<file path="config.mk">
export PLATFORM = sky130hd
export DESIGN_NAME = iecu_capture_unit
export DESIGN_NICKNAME = d
export VERILOG_FILES = /design/src/common/iecu_pkg.sv /design/src/common/iecu_buf_if.sv /design/src/iecu_capture_buffer.sv /design/src/iecu_capture_unit.sv
export SDC_FILE = /design/constraint.sdc
export NUM_CORES = 1
export LEC_CHECK = 0
export BUFFER_PORTS_ARGS = -buffer_cell sky130_fd_sc_hd__buf_2
export CAP_MARGIN = 20
export CORE_MARGIN = 2
export CORE_UTILIZATION = 40
export CTS_CLUSTER_DIAMETER = 150
export DETAILED_ROUTE_END_ITERATION = 10
export PLACE_DENSITY_LB_ADDON = 0.12
export SLEW_MARGIN = 20
export SYNTH_ARGS = -nofsm -noshare
export SYNTH_HDL_FRONTEND = slang
export SYNTH_HIERARCHICAL = 1
export SYNTH_SLANG_ARGS = --single-unit
export TNS_END_PERCENT = 30
</file>
<file path="constraint.sdc">
create_clock -name mclk -period 5.91 [get_ports mclk]
set_input_delay 1.182 -clock mclk [delete_from_list [all_inputs] [get_ports mclk]]
set_output_delay 1.182 -clock mclk [all_outputs]
set_load 0.005 [all_outputs]
</file>
<file path="src/common/iecu_pkg.sv">
// constants, field layout and types of the input edge capture unit
// assumes a 32-bit APB slave with byte addresses on paddr
package iecu_pkg;

  localparam int DATA_W = 32;
  localparam int HALF_W = 16;
  localparam int ADDR_W = 8;
  localparam int BUF_DEPTH = 4;
  localparam int PTR_W = 2;
  localparam logic [PTR_W:0] BUF_FULL_COUNT = 3'h4;
  localparam int IRQ_W = 2;

  // register byte offsets
  localparam logic [ADDR_W-1:0] OFF_CTRL = 8'h00;
  localparam logic [ADDR_W-1:0] OFF_BUF = 8'h04;
  localparam logic [ADDR_W-1:0] OFF_ISTAT = 8'h08;
  localparam logic [ADDR_W-1:0] OFF_IMASK = 8'h0C;

  // capture_control field positions
  localparam int BIT_ON = 15;
  localparam int BIT_IDLE_STOP = 13;
  localparam int BIT_FIRST_EDGE = 9;
  localparam int BIT_WIDE = 8;
  localparam int BIT_TIMER_SEL = 7;
  localparam int BIT_RATE_HI = 6;
  localparam int BIT_RATE_LO = 5;
  localparam int BIT_OVERFLOW = 4;
  localparam int BIT_NOT_EMPTY = 3;
  localparam int BIT_MODE_HI = 2;
  localparam int BIT_MODE_LO = 0;

  // interrupt status and mask bits
  localparam int IST_CAPTURE = 0;
  localparam int IST_OVERFLOW = 1;

  // capture_mode codes
  localparam logic [2:0] MODE_OFF = 3'h0;
  localparam logic [2:0] MODE_EDGE = 3'h1;
  localparam logic [2:0] MODE_FALL = 3'h2;
  localparam logic [2:0] MODE_RISE = 3'h3;
  localparam logic [2:0] MODE_DIV4 = 3'h4;
  localparam logic [2:0] MODE_DIV16 = 3'h5;
  localparam logic [2:0] MODE_EVERY = 3'h6;
  localparam logic [2:0] MODE_INT_ONLY = 3'h7;

  localparam logic [3:0] PRESC4_LAST = 4'h3;
  localparam logic [3:0] PRESC16_LAST = 4'hF;

  typedef struct packed {
    logic on;
    logic idleStop;
    logic firstEdgeSelect;
    logic wideCapture;
    logic timerSelect;
    logic [1:0] interruptRate;
    logic [2:0] captureMode;
  } iecu_ctrl_t;

  typedef enum logic {IECU_WAIT_FIRST, IECU_RUN} iecu_phase_t;

endpackage : iecu_pkg

</file>
<file path="src/common/iecu_buf_if.sv">
// carrier between the capture unit and its capture buffer
// assumes both ends run on the same mclk
`timescale 1ns/1ps
interface iecu_buf_if;
  import iecu_pkg::*;
  logic push;
  logic [DATA_W-1:0] pushData;
  logic pop;
  logic flush;
  logic [DATA_W-1:0] popData;
  logic full;
  logic empty;
  modport owner(output push, output pushData, output pop, output flush,
                input popData, input full, input empty);
  modport buffer(input push, input pushData, input pop, input flush,
                 output popData, output full, output empty);
endinterface : iecu_buf_if

</file>
<file path="src/iecu_capture_buffer.sv">
// capture buffer: small first-in first-out store of captured counts
// assumes the owner never pushes while full; such a push is dropped
`timescale 1ns/1ps
module iecu_capture_buffer
  import iecu_pkg::*;
(
  input wire logic mclk,
  input wire logic rst_n,
  iecu_buf_if.buffer bus
);

  typedef struct packed {
    logic [BUF_DEPTH-1:0][DATA_W-1:0] mem;
    logic [PTR_W-1:0] wrPtr;
    logic [PTR_W-1:0] rdPtr;
    logic [PTR_W:0] count;
  } iecu_buf_state_t;

  iecu_buf_state_t r;
  iecu_buf_state_t next_r;
  logic doPush;
  logic doPop;

  always_comb begin
    next_r = r;
    doPush = bus.push && (r.count != BUF_FULL_COUNT);
    doPop = bus.pop && (r.count != '0);
    if (bus.flush) begin
      next_r.wrPtr = '0;
      next_r.rdPtr = '0;
      next_r.count = '0;
    end else begin
      if (doPush) begin
        next_r.mem[r.wrPtr] = bus.pushData;
        next_r.wrPtr = r.wrPtr + 2'h1;
      end
      if (doPop) begin
        next_r.rdPtr = r.rdPtr + 2'h1;
      end
      case ({doPush, doPop})
        2'b10: next_r.count = r.count + 3'h1;
        2'b01: next_r.count = r.count - 3'h1;
        default: next_r.count = r.count;
      endcase
    end
  end

  always_ff @(posedge mclk or negedge rst_n) begin
    if (!rst_n) begin
      r <= '0;
    end else begin
      r <= next_r;
    end
  end

  assign bus.popData = r.mem[r.rdPtr];
  assign bus.full = (r.count == BUF_FULL_COUNT);
  assign bus.empty = (r.count == '0);

endmodule : iecu_capture_buffer

</file>
<file path="src/iecu_capture_unit.sv">
// input edge capture unit with APB registers and one level interrupt
// assumes capIn and the timer counts are synchronous to mclk
//
// Operation
// - enable clear flushes buffer, clears overflow and counters; no new interrupts
// - idle-stop set halts unit during CPU idle
// - every-edge mode: first edge polarity selectable
// - wide bit selects 32-bit timer capture
// - timer select picks 16-bit source when narrow
// - interrupt after every 1st to 4th event
// - read-only overflow flag set on overflow
// - buffer-not-empty flag shows unread captures
// - mode 111 interrupt only, sleep or idle
// - mode 110 first chosen edge, then all
// - modes 101/100 capture every 16th/4th rise
// - mode 011 rising, 010 falling edges
// - mode 001 captures both edge polarities
// - mode 000 captures nothing
`timescale 1ns/1ps
module iecu_capture_unit
  import iecu_pkg::*;
(
  input wire logic mclk,
  input wire logic rst_n,
  input wire logic psel,
  input wire logic penable,
  input wire logic pwrite,
  input wire logic [ADDR_W-1:0] paddr,
  input wire logic [DATA_W-1:0] pwdata,
  output logic [DATA_W-1:0] prdata,
  output logic pready,
  output logic pslverr,
  input wire logic capIn,
  input wire logic [HALF_W-1:0] timerPrimary,
  input wire logic [HALF_W-1:0] timerSecondary,
  input wire logic [DATA_W-1:0] timerWide,
  input wire logic cpuIdle,
  input wire logic cpuSleep,
  output logic irq
);

  typedef struct packed {
    iecu_ctrl_t ctrl;
    logic overflowFlag;
    logic inPrev;
    iecu_phase_t phase;
    logic [3:0] presc;
    logic [1:0] evtCnt;
    logic [IRQ_W-1:0] intStat;
    logic [IRQ_W-1:0] intMask;
    logic [DATA_W-1:0] rdata;
  } iecu_state_t;

  iecu_state_t r;
  iecu_state_t next_r;

  iecu_buf_if bufIf();

  iecu_capture_buffer uBuffer (
    .mclk(mclk),
    .rst_n(rst_n),
    .bus(bufIf.buffer)
  );

  logic active;
  logic risingEdge;
  logic fallingEdge;
  logic captureHit;
  logic intOnlyHit;
  logic countEvt;
  logic capIrqEvt;
  logic ovfEvt;
  logic pushReq;
  logic popReq;
  logic flushReq;
  logic setupPhase;
  logic accessPhase;
  logic addrHit;
  logic [DATA_W-1:0] captureValue;
  logic [DATA_W-1:0] ctrlWord;
  logic [DATA_W-1:0] readWord;
  logic [IRQ_W-1:0] setBits;
  logic [IRQ_W-1:0] clrBits;
  logic [2:0] newMode;

  always_comb begin
    next_r = r;
    captureHit = 1'b0;
    intOnlyHit = 1'b0;
    capIrqEvt = 1'b0;
    flushReq = 1'b0;
    clrBits = '0;
    readWord = '0;
    newMode = pwdata[BIT_MODE_HI:BIT_MODE_LO];

    // halted in idle only when asked; otherwise runs through idle
    active = r.ctrl.on && !(r.ctrl.idleStop && cpuIdle);
    risingEdge = capIn && !r.inPrev;
    fallingEdge = !capIn && r.inPrev;
    next_r.inPrev = capIn;

    if (active) begin
      case (r.ctrl.captureMode)
        MODE_OFF: captureHit = 1'b0;
        MODE_EDGE: captureHit = risingEdge || fallingEdge;
        MODE_FALL: captureHit = fallingEdge;
        MODE_RISE: captureHit = risingEdge;
        MODE_DIV4, MODE_DIV16: begin
          if (risingEdge) begin
            // prescaler counts rises only while this mode is selected
            if (r.presc == ((r.ctrl.captureMode == MODE_DIV16) ? PRESC16_LAST
                                                               : PRESC4_LAST)) begin
              captureHit = 1'b1;
              next_r.presc = '0;
            end else begin
              next_r.presc = r.presc + 4'h1;
            end
          end
        end
        MODE_EVERY: begin
          if (r.phase == IECU_WAIT_FIRST) begin
            if (r.ctrl.firstEdgeSelect ? risingEdge : fallingEdge) begin
              captureHit = 1'b1;
              next_r.phase = IECU_RUN;
            end
          end else begin
            captureHit = risingEdge || fallingEdge;
          end
        end
        MODE_INT_ONLY: begin
          // no capture; only meaningful while the CPU sleeps or idles
          intOnlyHit = (cpuSleep || cpuIdle) && (risingEdge || fallingEdge);
        end
        default: captureHit = 1'b0;
      endcase
    end

    if (r.ctrl.wideCapture) begin
      captureValue = timerWide;
    end else if (r.ctrl.timerSelect) begin
      captureValue = {{HALF_W{1'b0}}, timerPrimary};
    end else begin
      captureValue = {{HALF_W{1'b0}}, timerSecondary};
    end

    pushReq = captureHit && !bufIf.full;
    ovfEvt = captureHit && bufIf.full;
    if (ovfEvt) begin
      next_r.overflowFlag = 1'b1;
    end

    countEvt = captureHit || intOnlyHit;
    if (countEvt) begin
      if (r.evtCnt == r.ctrl.interruptRate) begin
        next_r.evtCnt = '0;
        capIrqEvt = 1'b1;
      end else begin
        next_r.evtCnt = r.evtCnt + 2'h1;
      end
    end

    // APB decode; zero wait states
    setupPhase = psel && !penable;
    accessPhase = psel && penable;
    addrHit = (paddr == OFF_CTRL) || (paddr == OFF_BUF) ||
              (paddr == OFF_ISTAT) || (paddr == OFF_IMASK);

    ctrlWord = '0;
    ctrlWord[BIT_ON] = r.ctrl.on;
    ctrlWord[BIT_IDLE_STOP] = r.ctrl.idleStop;
    ctrlWord[BIT_FIRST_EDGE] = r.ctrl.firstEdgeSelect;
    ctrlWord[BIT_WIDE] = r.ctrl.wideCapture;
    ctrlWord[BIT_TIMER_SEL] = r.ctrl.timerSelect;
    ctrlWord[BIT_RATE_HI:BIT_RATE_LO] = r.ctrl.interruptRate;
    ctrlWord[BIT_OVERFLOW] = r.overflowFlag;
    ctrlWord[BIT_NOT_EMPTY] = !bufIf.empty;
    ctrlWord[BIT_MODE_HI:BIT_MODE_LO] = r.ctrl.captureMode;

    case (paddr)
      OFF_CTRL: readWord = ctrlWord;
      OFF_BUF: readWord = bufIf.empty ? '0 : bufIf.popData;
      OFF_ISTAT: readWord = {{(DATA_W-IRQ_W){1'b0}}, r.intStat};
      OFF_IMASK: readWord = {{(DATA_W-IRQ_W){1'b0}}, r.intMask};
      default: readWord = '0;
    endcase
    // read data is latched in the setup cycle so prdata comes from a flop
    if (setupPhase && !pwrite) begin
      next_r.rdata = readWord;
    end

    // buffer word leaves only when the access completes
    popReq = accessPhase && !pwrite && (paddr == OFF_BUF) && !bufIf.empty;

    if (accessPhase && pwrite) begin
      case (paddr)
        OFF_CTRL: begin
          // status bits 4 and 3 are read-only and ignore writes
          next_r.ctrl.on = pwdata[BIT_ON];
          next_r.ctrl.idleStop = pwdata[BIT_IDLE_STOP];
          next_r.ctrl.firstEdgeSelect = pwdata[BIT_FIRST_EDGE];
          next_r.ctrl.wideCapture = pwdata[BIT_WIDE];
          next_r.ctrl.timerSelect = pwdata[BIT_TIMER_SEL];
          next_r.ctrl.interruptRate = pwdata[BIT_RATE_HI:BIT_RATE_LO];
          next_r.ctrl.captureMode = newMode;
          if (newMode != r.ctrl.captureMode) begin
            next_r.phase = IECU_WAIT_FIRST;
            next_r.presc = '0;
          end
        end
        OFF_ISTAT: clrBits = pwdata[IRQ_W-1:0];
        OFF_IMASK: next_r.intMask = pwdata[IRQ_W-1:0];
        default: clrBits = '0;
      endcase
    end

    // a new event beats a write-one-to-clear in the same cycle
    setBits = '0;
    setBits[IST_CAPTURE] = capIrqEvt;
    setBits[IST_OVERFLOW] = ovfEvt;
    next_r.intStat = (r.intStat & ~clrBits) | setBits;

    if (!r.ctrl.on) begin
      flushReq = 1'b1;
      next_r.overflowFlag = 1'b0;
      next_r.evtCnt = '0;
      next_r.presc = '0;
      next_r.phase = IECU_WAIT_FIRST;
    end
  end

  always_ff @(posedge mclk or negedge rst_n) begin
    if (!rst_n) begin
      r <= '0;
    end else begin
      r <= next_r;
    end
  end

  assign bufIf.push = pushReq;
  assign bufIf.pushData = captureValue;
  assign bufIf.pop = popReq;
  assign bufIf.flush = flushReq;

  assign prdata = r.rdata;
  assign pready = 1'b1;
  assign pslverr = accessPhase && !addrHit;
  assign irq = |(r.intStat & r.intMask);

endmodule : iecu_capture_unit

</file>
==> impl_metrics.tcl, run 1 <==
set metrics [dict create \
    setup_violations 0 \
    status "completed" \
    ir_drop_v 0.000121 \
    worstRegToRegCells 10 \
    synth_compound_area_share_pct 6.74 \
    synth.most_common_cell "dfrtp_1" \
    power_density_nw_per_um2 233 \
    path_clk_slew_ps 70 \
    synth_top_area_cell "dfrtp_1" \
    synth_xor_area_share_pct 0.788 \
    critPathArrivalTime_ps 4210 \
    hpwl_mm 14.3 \
    power.leakage_nw 5.53 \
    grt.overflow.total 0 \
    die_x_um 162 \
    rr_startpoint "r[38]" \
    htree_levels 4 \
    placed_area_um2 10400 \
    dr_total_vias 5850 \
    grt_max_degree 86 \
    worstHoldStart "prdata[0]" \
    die_y_um 162 \
    hold-path-endpoint "prdata[0]" \
    hold_violations 0 \
    crit_fanout 32 \
    grt_pass1_vias 6331 \
    start_util_pct 40.9 \
    period_share_pct 66.0 \
    syn_to_final_growth_pct 10.1 \
    rows 57 \
    cts_tree "yes" \
    ys.flop_type "dfrtp_1" \
    drt-wirelength-per-cell_um 19.9 \
    setup_tns_ps 0 \
    port_buffers 123 \
    fin_area_um2 11000 \
    slew_viol_final 0 \
    placed_cells 1088 \
    drt_wl_total_mm 22.3 \
    muxShareOfSynthArea_pct 29.8 \
    synthSimpleGateAreaFrac_pct 7.01 \
    hp-class "flip-flop to flip-flop" \
    cts_root_buf "clkbuf_16" \
    core_um2 24500 \
    synth_top_family_by_area "multiplexers" \
    slew-limit-headroom_pct 27.3 \
    grt_pass1_wl_mm 35.7 \
    stdcell_count 1120 \
    synthTopCellsByCount "190 x dfrtp_1, 126 x mux2_4, 40 x nand2_1, 37 x o21ai_0, 34 x buf_4" \
    startpoint_type "input pin" \
    via_per_inst 5.22 \
    clock_path_buffers 2 \
    rsz0062_at_grt "false" \
    nets 903 \
    critPathKind "input pin to flip-flop" \
    gp_congestion 0.773 \
    synth-edff-count 0 \
    ioPinCount 147 \
    r2r_end "uBuffer/r[77]" \
    synth-adder-area-share_pct 1.08 \
    fillers 2171 \
    synth_cells 715 \
    ys_types 59 \
    synth_top_cell_area_share_pct 47.5 \
    synthTopCellsByArea "dfrtp_1 48%, mux2_4 19%, mux4_2 7.2%, buf_4 2.6%, buf_12 2.4%" \
    layout-drive-gt1-share_pct 43.3 \
    cts_setup_buffers 0 \
    clk_latency_ps 440 \
    hold_depth 1 \
    fp.dieArea_um2 26300 \
    drtIter0Drc 281 \
    fmax_mhz 257 \
    cts.repair.resized 0 \
    holdBufCountCts 0 \
    finClkSkew_ps 15.4 \
    syn_nets 835 \
    grtUsageTotal_pct 17.6 \
    ys_async_sr_fraction_pct 100 \
    syn_area_um2 10000 \
    numCtsBuffers 17 \
    cap_violations 0 \
    n_antenna_cell 0 \
    cts_sinks 190 \
    ys_ff_latch 190 \
    ys_warn_count 6 \
    ff2ff_setup_slack_ps 2150 \
    antenna_found_initial 0 \
    cp-end-kind "flip-flop" \
    tightestPinTransition_ps 1090 \
    dr.pass1.iters 4 \
    drc 0 \
    postRouteAntennaNets 0 \
    yosysSeqAreaShare_pct 47.5 \
    syn_area_per_cell_um2 14.0 \
    fin_crit_ps 3900 \
    required_ps 6220 \
]
## layout by cell type (no fill, tap or decap), types with 7 or more instances in the layout
cell / instances
dfrtp_1: 187
mux2_4: 126
buf_2: 122
nand2_1: 40
o21ai_0: 37
mux4_2: 32
mux2i_1: 22
a22o_1: 21
clkbuf_16: 17
and2_1: 16
nor2_1: 15
mux2_2: 13
inv_1: 12
a21oi_1: 10
nand3_1: 9
a22oi_1: 9
xnor2_1: 7
ha_1: 7
## routing by layer
metal  part of all wire [%]  GRT usage, %  up-vias
met4                    1.3          5.35        0
met1                     47          24.3     3035
met3                    2.9          2.50       22
met5                      0             0        -
li1                       -             -     2687
met2                     49          29.1      106
## power by group
group / internal (mW) / total [mW] / switching (mW)
Sequential: 1.31 / 1.31 / 0.00840
Combinational: 0.0429 / 0.109 / 0.0656
Clock: 0.615 / 1.15 / 0.531
## worst max-delay path by stage
stage | from | endpoint | slack (ps) | depth (start not counted)
floorplan | capIn | uBuffer/r[2] | 1850 | 14
global placement | capIn | uBuffer/r[92] | 1610 | 12
detailed placement | capIn | uBuffer/r[10] | 1560 | 12
CTS | capIn | uBuffer/r[20] | 2010 | 12
global route | capIn | uBuffer/r[20] | 1850 | 12
finish | capIn | uBuffer/r[77] | 2010 | 12
## through the flow
| stage | total power, mW | setup slack, ps | util, % | hold slack, ps |
|---|---|---|---|---|
| global placement | 1.45 | 1610 | 42.6 | 460 |
| floorplan | 1.38 | 1850 | - | 450 |
| finish | 2.57 | 2010 | 45.0 | 481 |
| global route | 2.67 | 1850 | 45.0 | 512 |
| detailed placement | 1.45 | 1560 | 42.6 | 475 |
| CTS | 2.60 | 2010 | 45.0 | 490 |
## state kept, by name, summed over array words and instances, names as in the netlist
signal,cells
prdata,32
r,12
ctrlWord,11
uBuffer/r,135
## cell families (layout without fill, tap and decap cells)
group | count (synthesis) | after routing
buffers and inverters | 92 | 173
flip-flops | 190 | 190
adder cells (fa/ha/maj) | 8 | 8
other | 1 | 1
AO/OA/AOI/OAI | 101 | 101
XOR/XNOR | 9 | 9
AND/OR/NAND/NOR | 121 | 121
multiplexers | 193 | 193
## critical path, stage by stage
cell and delay [ps]:
buf_2 100, inv_1 40, ha_1 310, nor2b_1 150
mux2i_1 100, nor2b_1 150, a311o_1 360, nor2_1 100
buf_4 200, and2b_2 290, nand3_4 620, mux2_4 540
## area by class of cell
| class | count | area (µm²) | area share (%) |
|---|---|---|---|
| inverter | 12 | 45.0 | 0.409 |
| clock inverter | 12 | 128 | 1.16 |
| tap | 324 | 405 | 3.68 |
| sequential | 190 | 4760 | 43.2 |
| clock buffer | 20 | 457 | 4.15 |
| timing repair buffer | 129 | 669 | 6.08 |
| multi-input combinational | 433 | 4550 | 41.3 |
No activity file was read; power rests on OpenSTA's default activity.
==> run 2: changes to the inputs <==
==> constraint.sdc (replaced) <==
create_clock -name mclk -period 3.3 [get_ports mclk]
set_input_delay 0.66 -clock mclk [delete_from_list [all_inputs] [get_ports mclk]]
set_output_delay 0.66 -clock mclk [all_outputs]
set_load 0.005 [all_outputs]
==> impl_metrics.tcl, run 2 (synthesis gave the netlist of run 1 again) <==
set metrics [dict create \
    power.leakage_nw 5.69 \
    power_density_nw_per_um2 412 \
    period_share_pct 95.5 \
    fillers 2161 \
    port_buffers 123 \
    htree_levels 4 \
    placed_area_um2 10700 \
    crit_buf_inv 0 \
    n_antenna_cell 0 \
    regArea_um2 4760 \
    total_power_mw 4.66 \
    cts_tree "yes" \
    cap_violations 0 \
    ioPinCount 147 \
    grtUsageTotal_pct 17.9 \
    hold_violations 0 \
    cp_slowest_cell "dfrtp_1" \
    slew_viol_final 0 \
    grt_max_degree 100 \
    path_clk_slew_ps 80 \
    drtIter0Drc 298 \
    fmax_mhz 317 \
    dr.pass1.iters 5 \
    grt.overflow.total 0 \
    cts_sinks 190 \
    critPathKind "flip-flop to flip-flop" \
    grt_pass1_vias 6343 \
    worstPathCellList "ha_2 -> or3b_1 -> mux2i_1 -> nand2_1 -> a311o_1 -> nor2_2 -> o21a_1 -> nor2_1 -> fa_2 -> nand2b_1 -> or4_1 -> a31oi_1" \
    final_cell_mix "187 x dfrtp_1, 126 x mux2_4, 122 x buf_2" \
    crit_family "simple AND/OR/NAND/NOR gates" \
    final_common_cell "dfrtp_1" \
    tightestPinTransition_ps 949 \
    critPathArrivalTime_ps 3510 \
    dr_total_vias 5965 \
    rsz0062_at_grt "false" \
    setup_tns_ps 0 \
    postRouteAntennaNets 0 \
    post-place-ws_ps -78.6 \
    antenna_found_initial 0 \
    drt-wirelength-per-cell_um 19.7 \
    clock_path_buffers 2 \
    startpoint_type "flip-flop" \
    crit_fanout 4 \
    die_y_um 162 \
    ir_drop_v 0.000263 \
    rows 57 \
    drc 0 \
    multi_input_area_um2 4560 \
    hpwl_mm 15.0 \
    clk_latency_ps 440 \
    syn_to_final_growth_pct 13.0 \
    via_per_inst 5.21 \
    hp-class "input pin to asynchronous set/reset pin" \
    start_util_pct 40.9 \
    stdcell_count 1146 \
    layout-drive-gt1-share_pct 45.6 \
    fin_ws_ps 150 \
    slew-limit-headroom_pct 36.8 \
    nets 929 \
    die_x_um 162 \
    status "completed" \
    fp.dieArea_um2 26300 \
    placed_cells 1113 \
    slowest_delay_ps 400 \
    drt_wl_total_mm 22.5 \
    required_ps 3650 \
    largest_reg_flops 135 \
    registers.top_by_ff_count "uBuffer/r" \
    fin_area_um2 11300 \
    cp-end-kind "flip-flop" \
    finClkSkew_ps 16.5 \
    gp_congestion 0.785 \
    grt_pass1_wl_mm 36.4 \
    core_um2 24500 \
    setup_violations 0 \
    cts_root_buf "clkbuf_16" \
    numCtsBuffers 17 \
    fin_crit_ps 3150 \
]
## run 2: cell types whose count changed in the layout (fill, tap and decap cells not counted), moves of 2 or more
cell,change
buf_12,+5
buf_4,+21
clkbuf_8,-2
clkinv_8,+3
clkinvlp_4,-2
## run 2: power breakdown
part | switching, mW | internal [mW]
Clock | 1.01 | 1.08
Sequential | 0.0140 | 2.34
Combinational | 0.122 | 0.0844
## run 2: cell type report
class / instances / share of cell area, %
tap: 324 / 3.59
clock inverter: 15 / 1.58
sequential: 190 / 42.1
multi-input combinational: 433 / 40.3
clock buffer: 17 / 3.77
timing repair buffer: 155 / 8.21
inverter: 12 / 0.399
## run 2: per-stage QoR
stage,hold WS [ps],util [%]
final,291,46.2
after global routing,385,46.2
after CTS,349,46.1
after detailed placement,475,43.7
after global placement,461,43.7
after floorplan,364,-
## run 2: worst paths after layout
| path | start | to | slack, ps | depth (start not counted) |
|---|---|---|---|---|
| min in group mclk | pwdata[15] | ctrlWord[15] | 440 | 3 |
| setup reg to reg | r[39] | uBuffer/r[2] | 150 | 12 |
| max in group asynchronous | rst_n | uBuffer/r[76] | 2120 | 2 |
| hold / removal | rst_n | prdata[25] | 290 | 1 |
| setup / recovery | r[39] | uBuffer/r[2] | 150 | 12 |
| hold reg to reg | prdata[1] | prdata[1] | 490 | 1 |
## run 2: worst register-to-register path, stage by stage (launching register included)
cell      delay (ps)
dfrtp_1          400
ha_2             230
or3b_1           350
mux2i_1          200
nand2_1          100
a311o_1          350
nor2_2           140
o21a_1           150
nor2_1            60
fa_2             360
nand2b_1         160
or4_1            400
a31oi_1          160
## run 2: timing repair
| action | CTS | global route |
|---|---|---|
| buffers inserted | 0 | 1 |
| gates resized for setup | 0 | 1 |
| hold buffers | 0 | 0 |
| setup endpoints to repair | 0 | 1 |
## run 2: metal layers
layer | up-vias | wire, µm | global-route usage, % | share of wire (%)
li1 | 2746 | - | - | -
met1 | 3081 | 10700 | 25.6 | 48
met2 | 123 | 10800 | 28.6 | 48
met3 | 15 | 740 | 2.94 | 3.3
met4 | 0 | 225 | 4.14 | 1.0
met5 | - | 0 | 0 | 0
